[src/gpio_port_pkg.sv]
// Purpose: shared constants and types of the gpio port controller
// Assumes: 21 pins packed as port0 [7:0], port1 [15:8], port2 [20:16]
// Notes:   byte addresses on a 32-bit avalon-mm slave, data in the low byte
package gpio_port_pkg;

  localparam int          NPIN      = 21;
  localparam int          PWIDTH    = 8;
  localparam int          P2WIDTH   = 5;
  localparam int          P0_LSB    = 0;
  localparam int          P1_LSB    = 8;
  localparam int          P2_LSB    = 16;
  localparam logic [1:0]  PORT0     = 2'h0;
  localparam logic [1:0]  PORT1     = 2'h1;
  localparam logic [1:0]  PORT2     = 2'h2;
  localparam logic [2:0]  P2_TOPBIT = 3'h4;

  // **********************************************
  // address map: port groups sit 16 bytes apart
  // **********************************************
  localparam logic [3:0]  GRP_DATA   = 4'h0;
  localparam logic [3:0]  GRP_SEL    = 4'h1;
  localparam logic [3:0]  GRP_DIR    = 4'h2;
  localparam logic [3:0]  GRP_INP    = 4'h3;
  localparam logic [3:0]  GRP_FLAG   = 4'h4;
  localparam logic [7:0]  OFS_PORT1_BIT_IRQ_ENABLES  = 8'h50;
  localparam logic [7:0]  OFS_PORT_IRQ_CONTROL  = 8'h54;
  localparam logic [7:0]  OFS_PULLDN = 8'h58;
  localparam logic [7:0]  OFS_CPUEN  = 8'h5c;
  localparam logic [7:0]  OFS_CPUFLG = 8'h60;
  localparam logic [7:0]  OFS_BITOP  = 8'h64;

  // port_irq_control fields
  localparam int          PORT_IRQ_CONTROL_POL0 = 0;
  localparam int          PORT_IRQ_CONTROL_POL1 = 1;
  localparam int          PORT_IRQ_CONTROL_POL2 = 2;
  localparam int          PORT_IRQ_CONTROL_P0L  = 3;
  localparam int          PORT_IRQ_CONTROL_P0H  = 4;
  localparam int          PORT_IRQ_CONTROL_P2EN = 5;

  // bit operation register fields and codes
  localparam int          BOP_PORT_LSB = 0;
  localparam int          BOP_BIT_LSB  = 2;
  localparam int          BOP_OP_LSB   = 5;
  localparam logic [1:0]  BOP_CLR      = 2'h0;
  localparam logic [1:0]  BOP_SET      = 2'h1;
  localparam logic [1:0]  BOP_TGL      = 2'h2;

  // **********************************************
  // reset values and fixed pin masks
  // **********************************************
  localparam logic [20:0] RST_ZERO       = 21'h000000;
  localparam logic [20:0] RST_PULLUP     = 21'h040000;
  localparam logic [20:0] NO_PULL_MASK   = 21'h000300;
  localparam logic [20:0] AUDIO_PIN_MASK = 21'h0f0000;
  localparam int          DMA_RISE_PIN   = 1;
  localparam int          DMA_FALL_PIN   = 11;
  localparam logic [1:0]  SLEEP_ACTIVE   = 2'h0;

  typedef struct packed {
    logic [20:0] sel;
    logic [20:0] dir;
    logic [20:0] inp;
  } pin_cfg_t;

endpackage : gpio_port_pkg

[src/gpio_port_controller.sv]
// Purpose: three-port general purpose i/o with edge flags and dma requests
// Assumes: sleep_mode, periph_* and audio_serial_enable are on mclk
// Notes:   pins pass two flops before use; one wait state per bus access
`timescale 1ns/1ns
`default_nettype none

module gpio_port_controller (
  input  wire logic        mclk,
  input  wire logic        resetn,
  input  wire logic [7:0]  address,
  input  wire logic        read,
  input  wire logic        write,
  input  wire logic [31:0] writedata,
  input  wire logic [3:0]  byteenable,
  output var  logic [31:0] readdata,
  output var  logic        waitrequest,
  input  wire logic [20:0] pin_in,
  output var  logic [20:0] pin_out,
  output var  logic [20:0] pin_oe,
  output var  logic [20:0] pull_up,
  output var  logic [20:0] pull_down,
  input  wire logic [20:0] periph_out,
  input  wire logic [20:0] periph_oe,
  input  wire logic        audio_serial_enable,
  input  wire logic [1:0]  sleep_mode,
  output var  logic [2:0]  port_irq,
  output var  logic        wake,
  output var  logic        rising_edge_dma_request,
  output var  logic        falling_edge_dma_request
);

  // **********************************************
  // helpers for moving a port byte in and out
  // **********************************************
  function automatic logic [20:0] put_byte(input logic [20:0] old, input logic [1:0] port,
                                           input logic [7:0] d);
    logic [20:0] v;
    v = old;
    if (port == gpio_port_pkg::PORT0) begin
      v[gpio_port_pkg::P0_LSB +: gpio_port_pkg::PWIDTH] = d;
    end else if (port == gpio_port_pkg::PORT1) begin
      v[gpio_port_pkg::P1_LSB +: gpio_port_pkg::PWIDTH] = d;
    end else if (port == gpio_port_pkg::PORT2) begin
      v[gpio_port_pkg::P2_LSB +: gpio_port_pkg::P2WIDTH] = d[gpio_port_pkg::P2WIDTH-1:0];
    end
    return v;
  endfunction : put_byte

  function automatic logic [7:0] get_byte(input logic [20:0] v, input logic [1:0] port);
    logic [7:0] b;
    b = 8'h00;
    if (port == gpio_port_pkg::PORT0) begin
      b = v[gpio_port_pkg::P0_LSB +: gpio_port_pkg::PWIDTH];
    end else if (port == gpio_port_pkg::PORT1) begin
      b = v[gpio_port_pkg::P1_LSB +: gpio_port_pkg::PWIDTH];
    end else if (port == gpio_port_pkg::PORT2) begin
      b[gpio_port_pkg::P2WIDTH-1:0] = v[gpio_port_pkg::P2_LSB +: gpio_port_pkg::P2WIDTH];
    end
    return b;
  endfunction : get_byte

  // **********************************************
  // state
  // **********************************************
  gpio_port_pkg::pin_cfg_t cfg_r;
  gpio_port_pkg::pin_cfg_t cfg_nxt;
  logic [20:0] latch_r;
  logic [20:0] latch_nxt;
  logic [20:0] flag_r;
  logic [20:0] flag_nxt;
  logic [7:0]  port1_bit_irq_enables_r;
  logic [5:0]  port_irq_control_r;
  logic [2:0]  pulldn_r;
  logic [2:0]  cpu_en_r;
  logic [2:0]  cpu_flag_r;
  logic [2:0]  cpu_flag_nxt;
  logic [20:0] sync1_r;
  logic [20:0] sync2_r;
  logic [20:0] sync3_r;
  logic [2:0]  prime_r;

  // **********************************************
  // bus decode
  // **********************************************
  wire        req      = read | write;
  wire        wr_ok    = write & ~waitrequest & byteenable[0];
  wire [3:0]  grp      = address[7:4];
  wire [1:0]  port     = address[3:2];
  wire        port_ok  = (port != 2'h3) & (address[1:0] == 2'h0);
  wire [7:0]  wd       = writedata[7:0];
  wire        wr_data  = wr_ok & port_ok & (grp == gpio_port_pkg::GRP_DATA);
  wire        wr_sel   = wr_ok & port_ok & (grp == gpio_port_pkg::GRP_SEL);
  wire        wr_dir   = wr_ok & port_ok & (grp == gpio_port_pkg::GRP_DIR);
  wire        wr_inp   = wr_ok & port_ok & (grp == gpio_port_pkg::GRP_INP);
  wire        wr_flag  = wr_ok & port_ok & (grp == gpio_port_pkg::GRP_FLAG);
  wire        wr_port1_bit_irq_enables = wr_ok & (address == gpio_port_pkg::OFS_PORT1_BIT_IRQ_ENABLES);
  wire        wr_port_irq_control = wr_ok & (address == gpio_port_pkg::OFS_PORT_IRQ_CONTROL);
  wire        wr_pdn   = wr_ok & (address == gpio_port_pkg::OFS_PULLDN);
  wire        wr_cen   = wr_ok & (address == gpio_port_pkg::OFS_CPUEN);
  wire        wr_cflg  = wr_ok & (address == gpio_port_pkg::OFS_CPUFLG);
  wire        wr_bop   = wr_ok & (address == gpio_port_pkg::OFS_BITOP);

  // bit operation target: port*8+bit lands on the packed pin index
  wire [1:0]  bop_port = wd[gpio_port_pkg::BOP_PORT_LSB +: 2];
  wire [2:0]  bop_bit  = wd[gpio_port_pkg::BOP_BIT_LSB +: 3];
  wire [1:0]  bop_op   = wd[gpio_port_pkg::BOP_OP_LSB +: 2];
  wire [4:0]  bop_idx  = {bop_port, bop_bit};
  wire        bop_ok   = (bop_port == gpio_port_pkg::PORT0) | (bop_port == gpio_port_pkg::PORT1)
                       | ((bop_port == gpio_port_pkg::PORT2) & (bop_bit <= gpio_port_pkg::P2_TOPBIT));
  wire        bop_old  = latch_r[bop_idx];
  wire        bop_new  = (bop_op == gpio_port_pkg::BOP_SET) ? 1'b1 :
                         (bop_op == gpio_port_pkg::BOP_TGL) ? ~bop_old :
                         (bop_op == gpio_port_pkg::BOP_CLR) ? 1'b0 : bop_old;

  // flag clear masks: zero written clears, one keeps
  wire [20:0] flag_clr = wr_flag ? ~put_byte(21'h1fffff, port, wd) : 21'h000000;
  wire [2:0]  cpu_clr  = wr_cflg ? ~wd[2:0] : 3'h0;

  // **********************************************
  // edge detection and interrupt conditions
  // **********************************************
  wire [20:0] gp_in   = ~cfg_r.sel & ~cfg_r.dir;
  // sync flops wake up at zero, so a pulled-high pin would look like a rising edge
  wire        primed  = prime_r[2];
  wire [20:0] rise    = sync2_r & ~sync3_r & {gpio_port_pkg::NPIN{primed}};
  wire [20:0] fall    = ~sync2_r & sync3_r & {gpio_port_pkg::NPIN{primed}};
  wire [20:0] pol     = {{gpio_port_pkg::P2WIDTH{port_irq_control_r[gpio_port_pkg::PORT_IRQ_CONTROL_POL2]}},
                         {gpio_port_pkg::PWIDTH{port_irq_control_r[gpio_port_pkg::PORT_IRQ_CONTROL_POL1]}},
                         {gpio_port_pkg::PWIDTH{port_irq_control_r[gpio_port_pkg::PORT_IRQ_CONTROL_POL0]}}};
  wire [20:0] cond    = gp_in & ((pol & fall) | (~pol & rise));
  wire [7:0]  p0_en   = {{4{port_irq_control_r[gpio_port_pkg::PORT_IRQ_CONTROL_P0H]}}, {4{port_irq_control_r[gpio_port_pkg::PORT_IRQ_CONTROL_P0L]}}};
  wire [4:0]  p2_en   = {gpio_port_pkg::P2WIDTH{port_irq_control_r[gpio_port_pkg::PORT_IRQ_CONTROL_P2EN]}};
  wire [2:0]  sub_hit = {|(cond[gpio_port_pkg::P2_LSB +: gpio_port_pkg::P2WIDTH] & p2_en),
                         |(cond[gpio_port_pkg::P1_LSB +: gpio_port_pkg::PWIDTH] & port1_bit_irq_enables_r),
                         |(cond[gpio_port_pkg::P0_LSB +: gpio_port_pkg::PWIDTH] & p0_en)};
  wire        awake   = (sleep_mode == gpio_port_pkg::SLEEP_ACTIVE);

  // **********************************************
  // next-state logic
  // **********************************************
  always_comb begin
    latch_nxt = latch_r;
    if (wr_data) begin
      latch_nxt = put_byte(latch_r, port, wd);
    end else if (wr_bop & bop_ok) begin
      latch_nxt[bop_idx] = bop_new;
    end
  end

  always_comb begin
    cfg_nxt = cfg_r;
    if (wr_sel) begin
      cfg_nxt.sel = put_byte(cfg_r.sel, port, wd);
    end
    if (wr_dir) begin
      cfg_nxt.dir = put_byte(cfg_r.dir, port, wd);
    end
    if (wr_inp) begin
      cfg_nxt.inp = put_byte(cfg_r.inp, port, wd);
    end
  end

  // a new edge beats a clearing write in the same cycle
  assign flag_nxt     = (flag_r & ~flag_clr) | cond;
  assign cpu_flag_nxt = (cpu_flag_r & ~cpu_clr) | (sub_hit & {3{awake}});

  // **********************************************
  // pin drive and pulls
  // **********************************************
  wire [20:0] audio_own  = audio_serial_enable ? gpio_port_pkg::AUDIO_PIN_MASK : gpio_port_pkg::RST_ZERO;
  wire [20:0] periph_own = cfg_r.sel | audio_own;
  wire [20:0] drv_out    = (periph_own & periph_out) | (~periph_own & latch_r);
  wire [20:0] drv_oe     = (periph_own & periph_oe) | (~periph_own & cfg_r.dir);
  wire [20:0] pdn_sel    = {{gpio_port_pkg::P2WIDTH{pulldn_r[2]}},
                            {gpio_port_pkg::PWIDTH{pulldn_r[1]}},
                            {gpio_port_pkg::PWIDTH{pulldn_r[0]}}};
  wire [20:0] pulled     = ~drv_oe & ~cfg_r.inp & ~gpio_port_pkg::NO_PULL_MASK;

  // drive frozen while any low-power mode is active
  always_ff @(posedge mclk or negedge resetn) begin
    if (!resetn) begin
      pin_out   <= gpio_port_pkg::RST_ZERO;
      pin_oe    <= gpio_port_pkg::RST_ZERO;
      pull_up   <= gpio_port_pkg::RST_PULLUP;
      pull_down <= gpio_port_pkg::RST_ZERO;
    end else if (awake) begin
      pin_out   <= drv_out;
      pin_oe    <= drv_oe;
      pull_up   <= pulled & ~pdn_sel;
      pull_down <= pulled & pdn_sel;
    end
  end

  // **********************************************
  // registers
  // **********************************************
  always_ff @(posedge mclk or negedge resetn) begin
    if (!resetn) begin
      cfg_r   <= '0;
      latch_r <= gpio_port_pkg::RST_ZERO;
      flag_r  <= gpio_port_pkg::RST_ZERO;
    end else begin
      cfg_r   <= cfg_nxt;
      latch_r <= latch_nxt;
      flag_r  <= flag_nxt;
    end
  end

  always_ff @(posedge mclk or negedge resetn) begin
    if (!resetn) begin
      port1_bit_irq_enables_r  <= 8'h00;
      port_irq_control_r  <= 6'h00;
      pulldn_r <= 3'h0;
      cpu_en_r <= 3'h0;
    end else begin
      if (wr_port1_bit_irq_enables) port1_bit_irq_enables_r  <= wd;
      if (wr_port_irq_control) port_irq_control_r  <= wd[5:0];
      if (wr_pdn)   pulldn_r <= wd[2:0];
      if (wr_cen)   cpu_en_r <= wd[2:0];
    end
  end

  // only sync2 reads sync1; edge logic looks at sync2/sync3
  always_ff @(posedge mclk or negedge resetn) begin
    if (!resetn) begin
      sync1_r <= gpio_port_pkg::RST_ZERO;
      sync2_r <= gpio_port_pkg::RST_ZERO;
      sync3_r <= gpio_port_pkg::RST_ZERO;
    end else begin
      sync1_r <= pin_in;
      sync2_r <= sync1_r;
      sync3_r <= sync2_r;
    end
  end

  // startup guard: edges count only once sync3 holds a real pin sample
  always_ff @(posedge mclk or negedge resetn) begin
    if (!resetn) begin
      prime_r <= 3'h0;
    end else begin
      prime_r <= {prime_r[1:0], 1'b1};
    end
  end

  // **********************************************
  // interrupts, wake and dma
  // **********************************************
  always_ff @(posedge mclk or negedge resetn) begin
    if (!resetn) begin
      cpu_flag_r               <= 3'h0;
      port_irq                 <= 3'h0;
      wake                     <= 1'b0;
      rising_edge_dma_request  <= 1'b0;
      falling_edge_dma_request <= 1'b0;
    end else begin
      cpu_flag_r               <= cpu_flag_nxt;
      port_irq                 <= cpu_flag_nxt & cpu_en_r;
      // wake ignores the sleep block so edges still rouse the core
      wake                     <= |(sub_hit & cpu_en_r);
      rising_edge_dma_request  <= rise[gpio_port_pkg::DMA_RISE_PIN] & gp_in[gpio_port_pkg::DMA_RISE_PIN];
      falling_edge_dma_request <= fall[gpio_port_pkg::DMA_FALL_PIN] & gp_in[gpio_port_pkg::DMA_FALL_PIN];
    end
  end

  // **********************************************
  // avalon read data and wait state
  // **********************************************
  logic [7:0] rd_byte;

  always_comb begin
    rd_byte = 8'h00;
    if (port_ok & (grp == gpio_port_pkg::GRP_DATA)) begin
      rd_byte = get_byte(sync2_r, port);
    end else if (port_ok & (grp == gpio_port_pkg::GRP_SEL)) begin
      rd_byte = get_byte(cfg_r.sel, port);
    end else if (port_ok & (grp == gpio_port_pkg::GRP_DIR)) begin
      rd_byte = get_byte(cfg_r.dir, port);
    end else if (port_ok & (grp == gpio_port_pkg::GRP_INP)) begin
      rd_byte = get_byte(cfg_r.inp, port);
    end else if (port_ok & (grp == gpio_port_pkg::GRP_FLAG)) begin
      rd_byte = get_byte(flag_r, port);
    end else if (address == gpio_port_pkg::OFS_PORT1_BIT_IRQ_ENABLES) begin
      rd_byte = port1_bit_irq_enables_r;
    end else if (address == gpio_port_pkg::OFS_PORT_IRQ_CONTROL) begin
      rd_byte = {2'h0, port_irq_control_r};
    end else if (address == gpio_port_pkg::OFS_PULLDN) begin
      rd_byte = {5'h00, pulldn_r};
    end else if (address == gpio_port_pkg::OFS_CPUEN) begin
      rd_byte = {5'h00, cpu_en_r};
    end else if (address == gpio_port_pkg::OFS_CPUFLG) begin
      rd_byte = {5'h00, cpu_flag_r};
    end
  end

  // one wait state: data captured while waitrequest is high, held at release edge
  always_ff @(posedge mclk or negedge resetn) begin
    if (!resetn) begin
      waitrequest <= 1'b1;
      readdata    <= 32'h00000000;
    end else begin
      waitrequest <= ~(req & waitrequest);
      if (read & waitrequest) readdata <= {24'h000000, rd_byte};
    end
  end

endmodule : gpio_port_controller

`default_nettype wire

[config.mk]
export PLATFORM = sky130hd
export DESIGN_NAME = gpio_port_controller
export DESIGN_NICKNAME = d
export VERILOG_FILES = /design/src/gpio_port_pkg.sv /design/src/gpio_port_controller.sv
export SDC_FILE = /design/constraint.sdc
export NUM_CORES = 1
export LEC_CHECK = 0
export BUFFER_PORTS_ARGS = -buffer_cell sky130_fd_sc_hd__clkbuf_2
export CAP_MARGIN = 10
export CORE_MARGIN = 1
export CORE_UTILIZATION = 38
export DETAILED_ROUTE_END_ITERATION = 8
export GPL_ROUTABILITY_DRIVEN = 0
export PLACE_DENSITY = 0.66
export SLEW_MARGIN = 0
export SYNTH_ARGS = -nofsm -noshare
export SYNTH_HDL_FRONTEND = slang
export SYNTH_SLANG_ARGS = --single-unit
export TNS_END_PERCENT = 20
[constraint.sdc]
create_clock -name mclk -period 5.65 [get_ports mclk]
set_clock_uncertainty 0.15 [all_clocks]
set_input_delay 0.2825 -clock mclk [delete_from_list [all_inputs] [get_ports mclk]]
set_output_delay 0.2825 -clock mclk [all_outputs]
set_load 0.01 [all_outputs]
==> metrics.md <==
| Metric | Value |
|---|---|
| Power, Total | 4.54 mW |
| Yosys warning total | 0 |
| Required time worst endpoint | 5.97 ns |
| Share of Yosys cell area claimed by the top area cell type | 0.537 |
| Syn_area_per_cell | 11.4 sq um |
| TritonCTS clock tree | done |
| Final setup viols | 0 |
| Hold WS | 0.0396 ns |
| Placed cells | 1,753 |
| Status | finished, final reports clean |
| Power Dens Cells | 282 mW/mm^2 |
| Syn Inst Count | 1,176 |
| CTS H-tree depth | 1 |
| Maximum VDD drop | 0.235 mV |
| Area added between synthesis and finish | 20.4% |
| Top layer used by detailed routing | met5 |
| Final min period | 2.90 ns |
| Crit path largest cell delay | 0.78 ns |
| WL/cell | 22.0 microns |
| Worst setup SP type | input port |
| Max-cap violation count | 0 |
| DP HPWL | 29.4 mm |
| Worst-path cell chain | clkbuf_2 -> nor2b_2 -> buf_4 -> nand4_4 -> nor3_1 -> a21oi_1 -> mux2_2 -> o31ai_1 |
| Worst EP arrival | 3.22 ns |
| Metal3 WL | 3.53 mm |
| Number of synthesized register bits | 289 |
| RSZ-0062 raised after global routing | no |
| First-pass GRT wire length | 62.4 mm |
| Initial Util | 0.387 |
| Clk slew on worst S/H paths | 0.06 ns |
| Slew headroom | 0.373 |
| Final period util | 0.513 |
| CP endpoint kind | flip-flop |
| Post-synth ARST share | 1.00 |
| # fillers | 3,224 |
| Die X | 190 microns |
| Routed length on met2 | 18.2 mm |
| Seq/Total Area, Yosys | 0.541 |
| Final Hold Viols | 0 |
| Worst Tran Pin Value | 0.938 ns |
| Via-per-instance ratio | 5.63 |
| Post-synth EDFFs | 0 |
| Static leakage | 7.31 nW |
| Synth area leaders | dfrtp_1 (54%), mux2_2 (8.0%), mux2i_1 (5.8%) |
| Final instance area | 0.0161 sq mm |
| Fin cells | 1,873 |
| Family with the most delay on the worst path | simple AND/OR/NAND/NOR gates |
| Via count | 10,546 |
| Antenna-violating nets left | 0 |
| First DRT Iteration DRCs | 1,145 |
| Total core area | 0.0345 sq mm |
| CTS Buf Count | 31 |
| GRT overflow | 0 |
| Post-Route WL | 41.1 mm |
| WL met1 | 17.6 mm |
| Max clock buf depth | 3 |
| Tot GR Track Use | 0.228 |
| # rows | 68 |
| Worst slack, placed | 2.25 ns |
| Post-Route Utilization | 0.466 |
| Critical path's slowest cell | nor3_1 |
| Fin worst setup slack | 2.75 ns |
| Largest net degree at the start of global routing | 146 |
| Clk root buf | clkbuf_16 |
| CP Max Fanout | 31 |
| Total die area | 0.0359 sq mm |
| # port buffers | 181 |
| Initial antenna violation count | 2 |
| Final #Nets | 1,508 |
| Max Slew Vio Count | 0 |
| Layout cells sized above 1 | 0.258 |
| Later-pin clock latency in the skew report | 0.57 ns |
| Most used flip-flop cell after synthesis | dfrtp_1 |
| Detailed-router iteration count before antenna repair | 8 |
| Setup Total Neg Slack | 0 ns |
| Die Ht | 190 microns |
| WP buf/inv | 2 |
| DRC viols | 0 |
| Unique cell type count in the Yosys netlist | 77 |
| Yosys top cell by area | dfrtp_1 |
| PostCTS Resize Cnt | 0 |
| Hold WC Path Type | input port to flip-flop |
| I/O pin total | 237 |
| Placed Area | 0.0145 sq mm |
| Kind of critical path | input port to flip-flop |
| Post-CTS Repair Setup Buffers | 0 |
| Vias in the first global route | 10,116 |
| Clock Sinks | 289 |
| Max Clk Rate | 345 MHz |
| Post-synthesis instance area | 0.0134 sq mm |
[state kept, by name, summed over array words and instances, names as in the netlist, 3 cells and up]
register	flops
pin_oe	21
cfg_r	63
prime_r	3
port_irq	3
pulldn_r	3
readdata	8
pin_out	21
sync1_r	21
port1_bit_irq_enables_r	8
port_irq_control_r	6
sync2_r	21
pull_down	19
flag_r	21
cpu_flag_r	3
cpu_en_r	3
pull_up	19
latch_r	21
sync3_r	21
[worst reg2reg max path, stage by stage, from the launching register on]
cell	delay [ns]
dfrtp_1	0.78
inv_1	0.40
a2111oi_0	0.72
a32oi_1	0.08
and4_1	0.28
o21ai_1	0.19
and2_1	0.21
[layout make-up]
type	count	area, sq um	area share
Tap cell	455	569	0.0354
Sequential cell	289	7230	0.449
Clock buffer	47	876	0.0544
Multi-Input combinational cell	810	5700	0.354
Clock inverter	9	55.1	0.00342
Antenna cell	1	2.50	0.000155
Timing Repair Buffer	254	1630	0.102
Inverter	8	30.0	0.00187
[synth_stat cells (6+ instances only)]
cell type	instances
buf_4	28
buf_2	10
and2_1	10
mux2_2	95
inv_1	8
a211o_1	9
nand3b_1	6
o211ai_1	20
o21ai_0	105
buf_1	6
a211oi_1	11
nor2b_1	20
clkbuf_1	47
a21oi_1	25
dfrtp_1	287
nor3b_1	15
nand2b_1	15
and3b_1	17
nor2_1	69
a22o_1	39
nor3_1	18
nand2_1	106
mux2i_1	77
a31oi_1	15
a22oi_1	9
[worst paths after layout]
kind	from	endpoint	slack, ns	cells past startpoint
max	address[2]	latch_r[15]$_DFFE_PN0P_	2.75	8
min	periph_oe[20]	pin_oe[20]$_DFFE_PN0P_	0.04	3
max reg2reg	prime_r[2]$_DFF_PN0_	port_irq[1]$_DFF_PN0_	2.76	6
min reg2reg	sync1_r[18]$_DFF_PN0_	sync2_r[18]$_DFF_PN0_	0.19	0
max in group asynchronous	resetn	sync1_r[18]$_DFF_PN0_	3.92	3
min in group asynchronous	resetn	sync3_r[15]$_DFF_PN0_	0.13	2
[cells in the final DEF, fill, tap and decap left out, drive strengths merged, types with 6 or more instances in the layout]
master and n:
a211o 9, a211oi 11, a21oi 25, a22o 39
a22oi 9, a31oi 16, and2 10, and3b 17
buf 11, clkbuf 227, clkinv 6, conb 29
dfrtp 287, dlygate4sd3 63, inv 10, mux2 96
mux2i 78, nand2 106, nand2b 15, nand3b 6
nor2 73, nor2b 20, nor3 20, nor3b 17
nor4 6, o211ai 20, o21ai 106
[timing repair]
item                                   CTS  global route
endpoints found under the hold margin  128             0
hold buffers                            63             0
setup endpoints to repair                0             0
[metal layers]
metal / track usage / up-vias
li1: - / 4682
met1: 0.323 / 5188
met2: 0.347 / 556
met3: 0.0435 / 116
met4: 0.0810 / 4
met5: 0.0151 / -
[logic make-up (layout without fill, tap and decap cells)]
kind of cell | count (synthesis) | count (layout) | synth area share
compound gates | 288 | 288 | 0.146
flops | 289 | 289 | 0.541
buf+inv | 104 | 318 | 0.0408
simple gates | 315 | 315 | 0.126
mux | 177 | 177 | 0.146
xor+xnor | 1 | 1 | 0.000655
other cells | 2 | 30 | 0.000562
[report_power, final]
| part | internal [mW] | total [mW] | switching (mW) |
|---|---|---|---|
| combinational | 0.172 | 0.442 | 0.270 |
| clock | 1.06 | 1.89 | 0.822 |
| sequential | 2.15 | 2.21 | 0.0621 |
No activity file was read; power rests on OpenSTA's default activity.
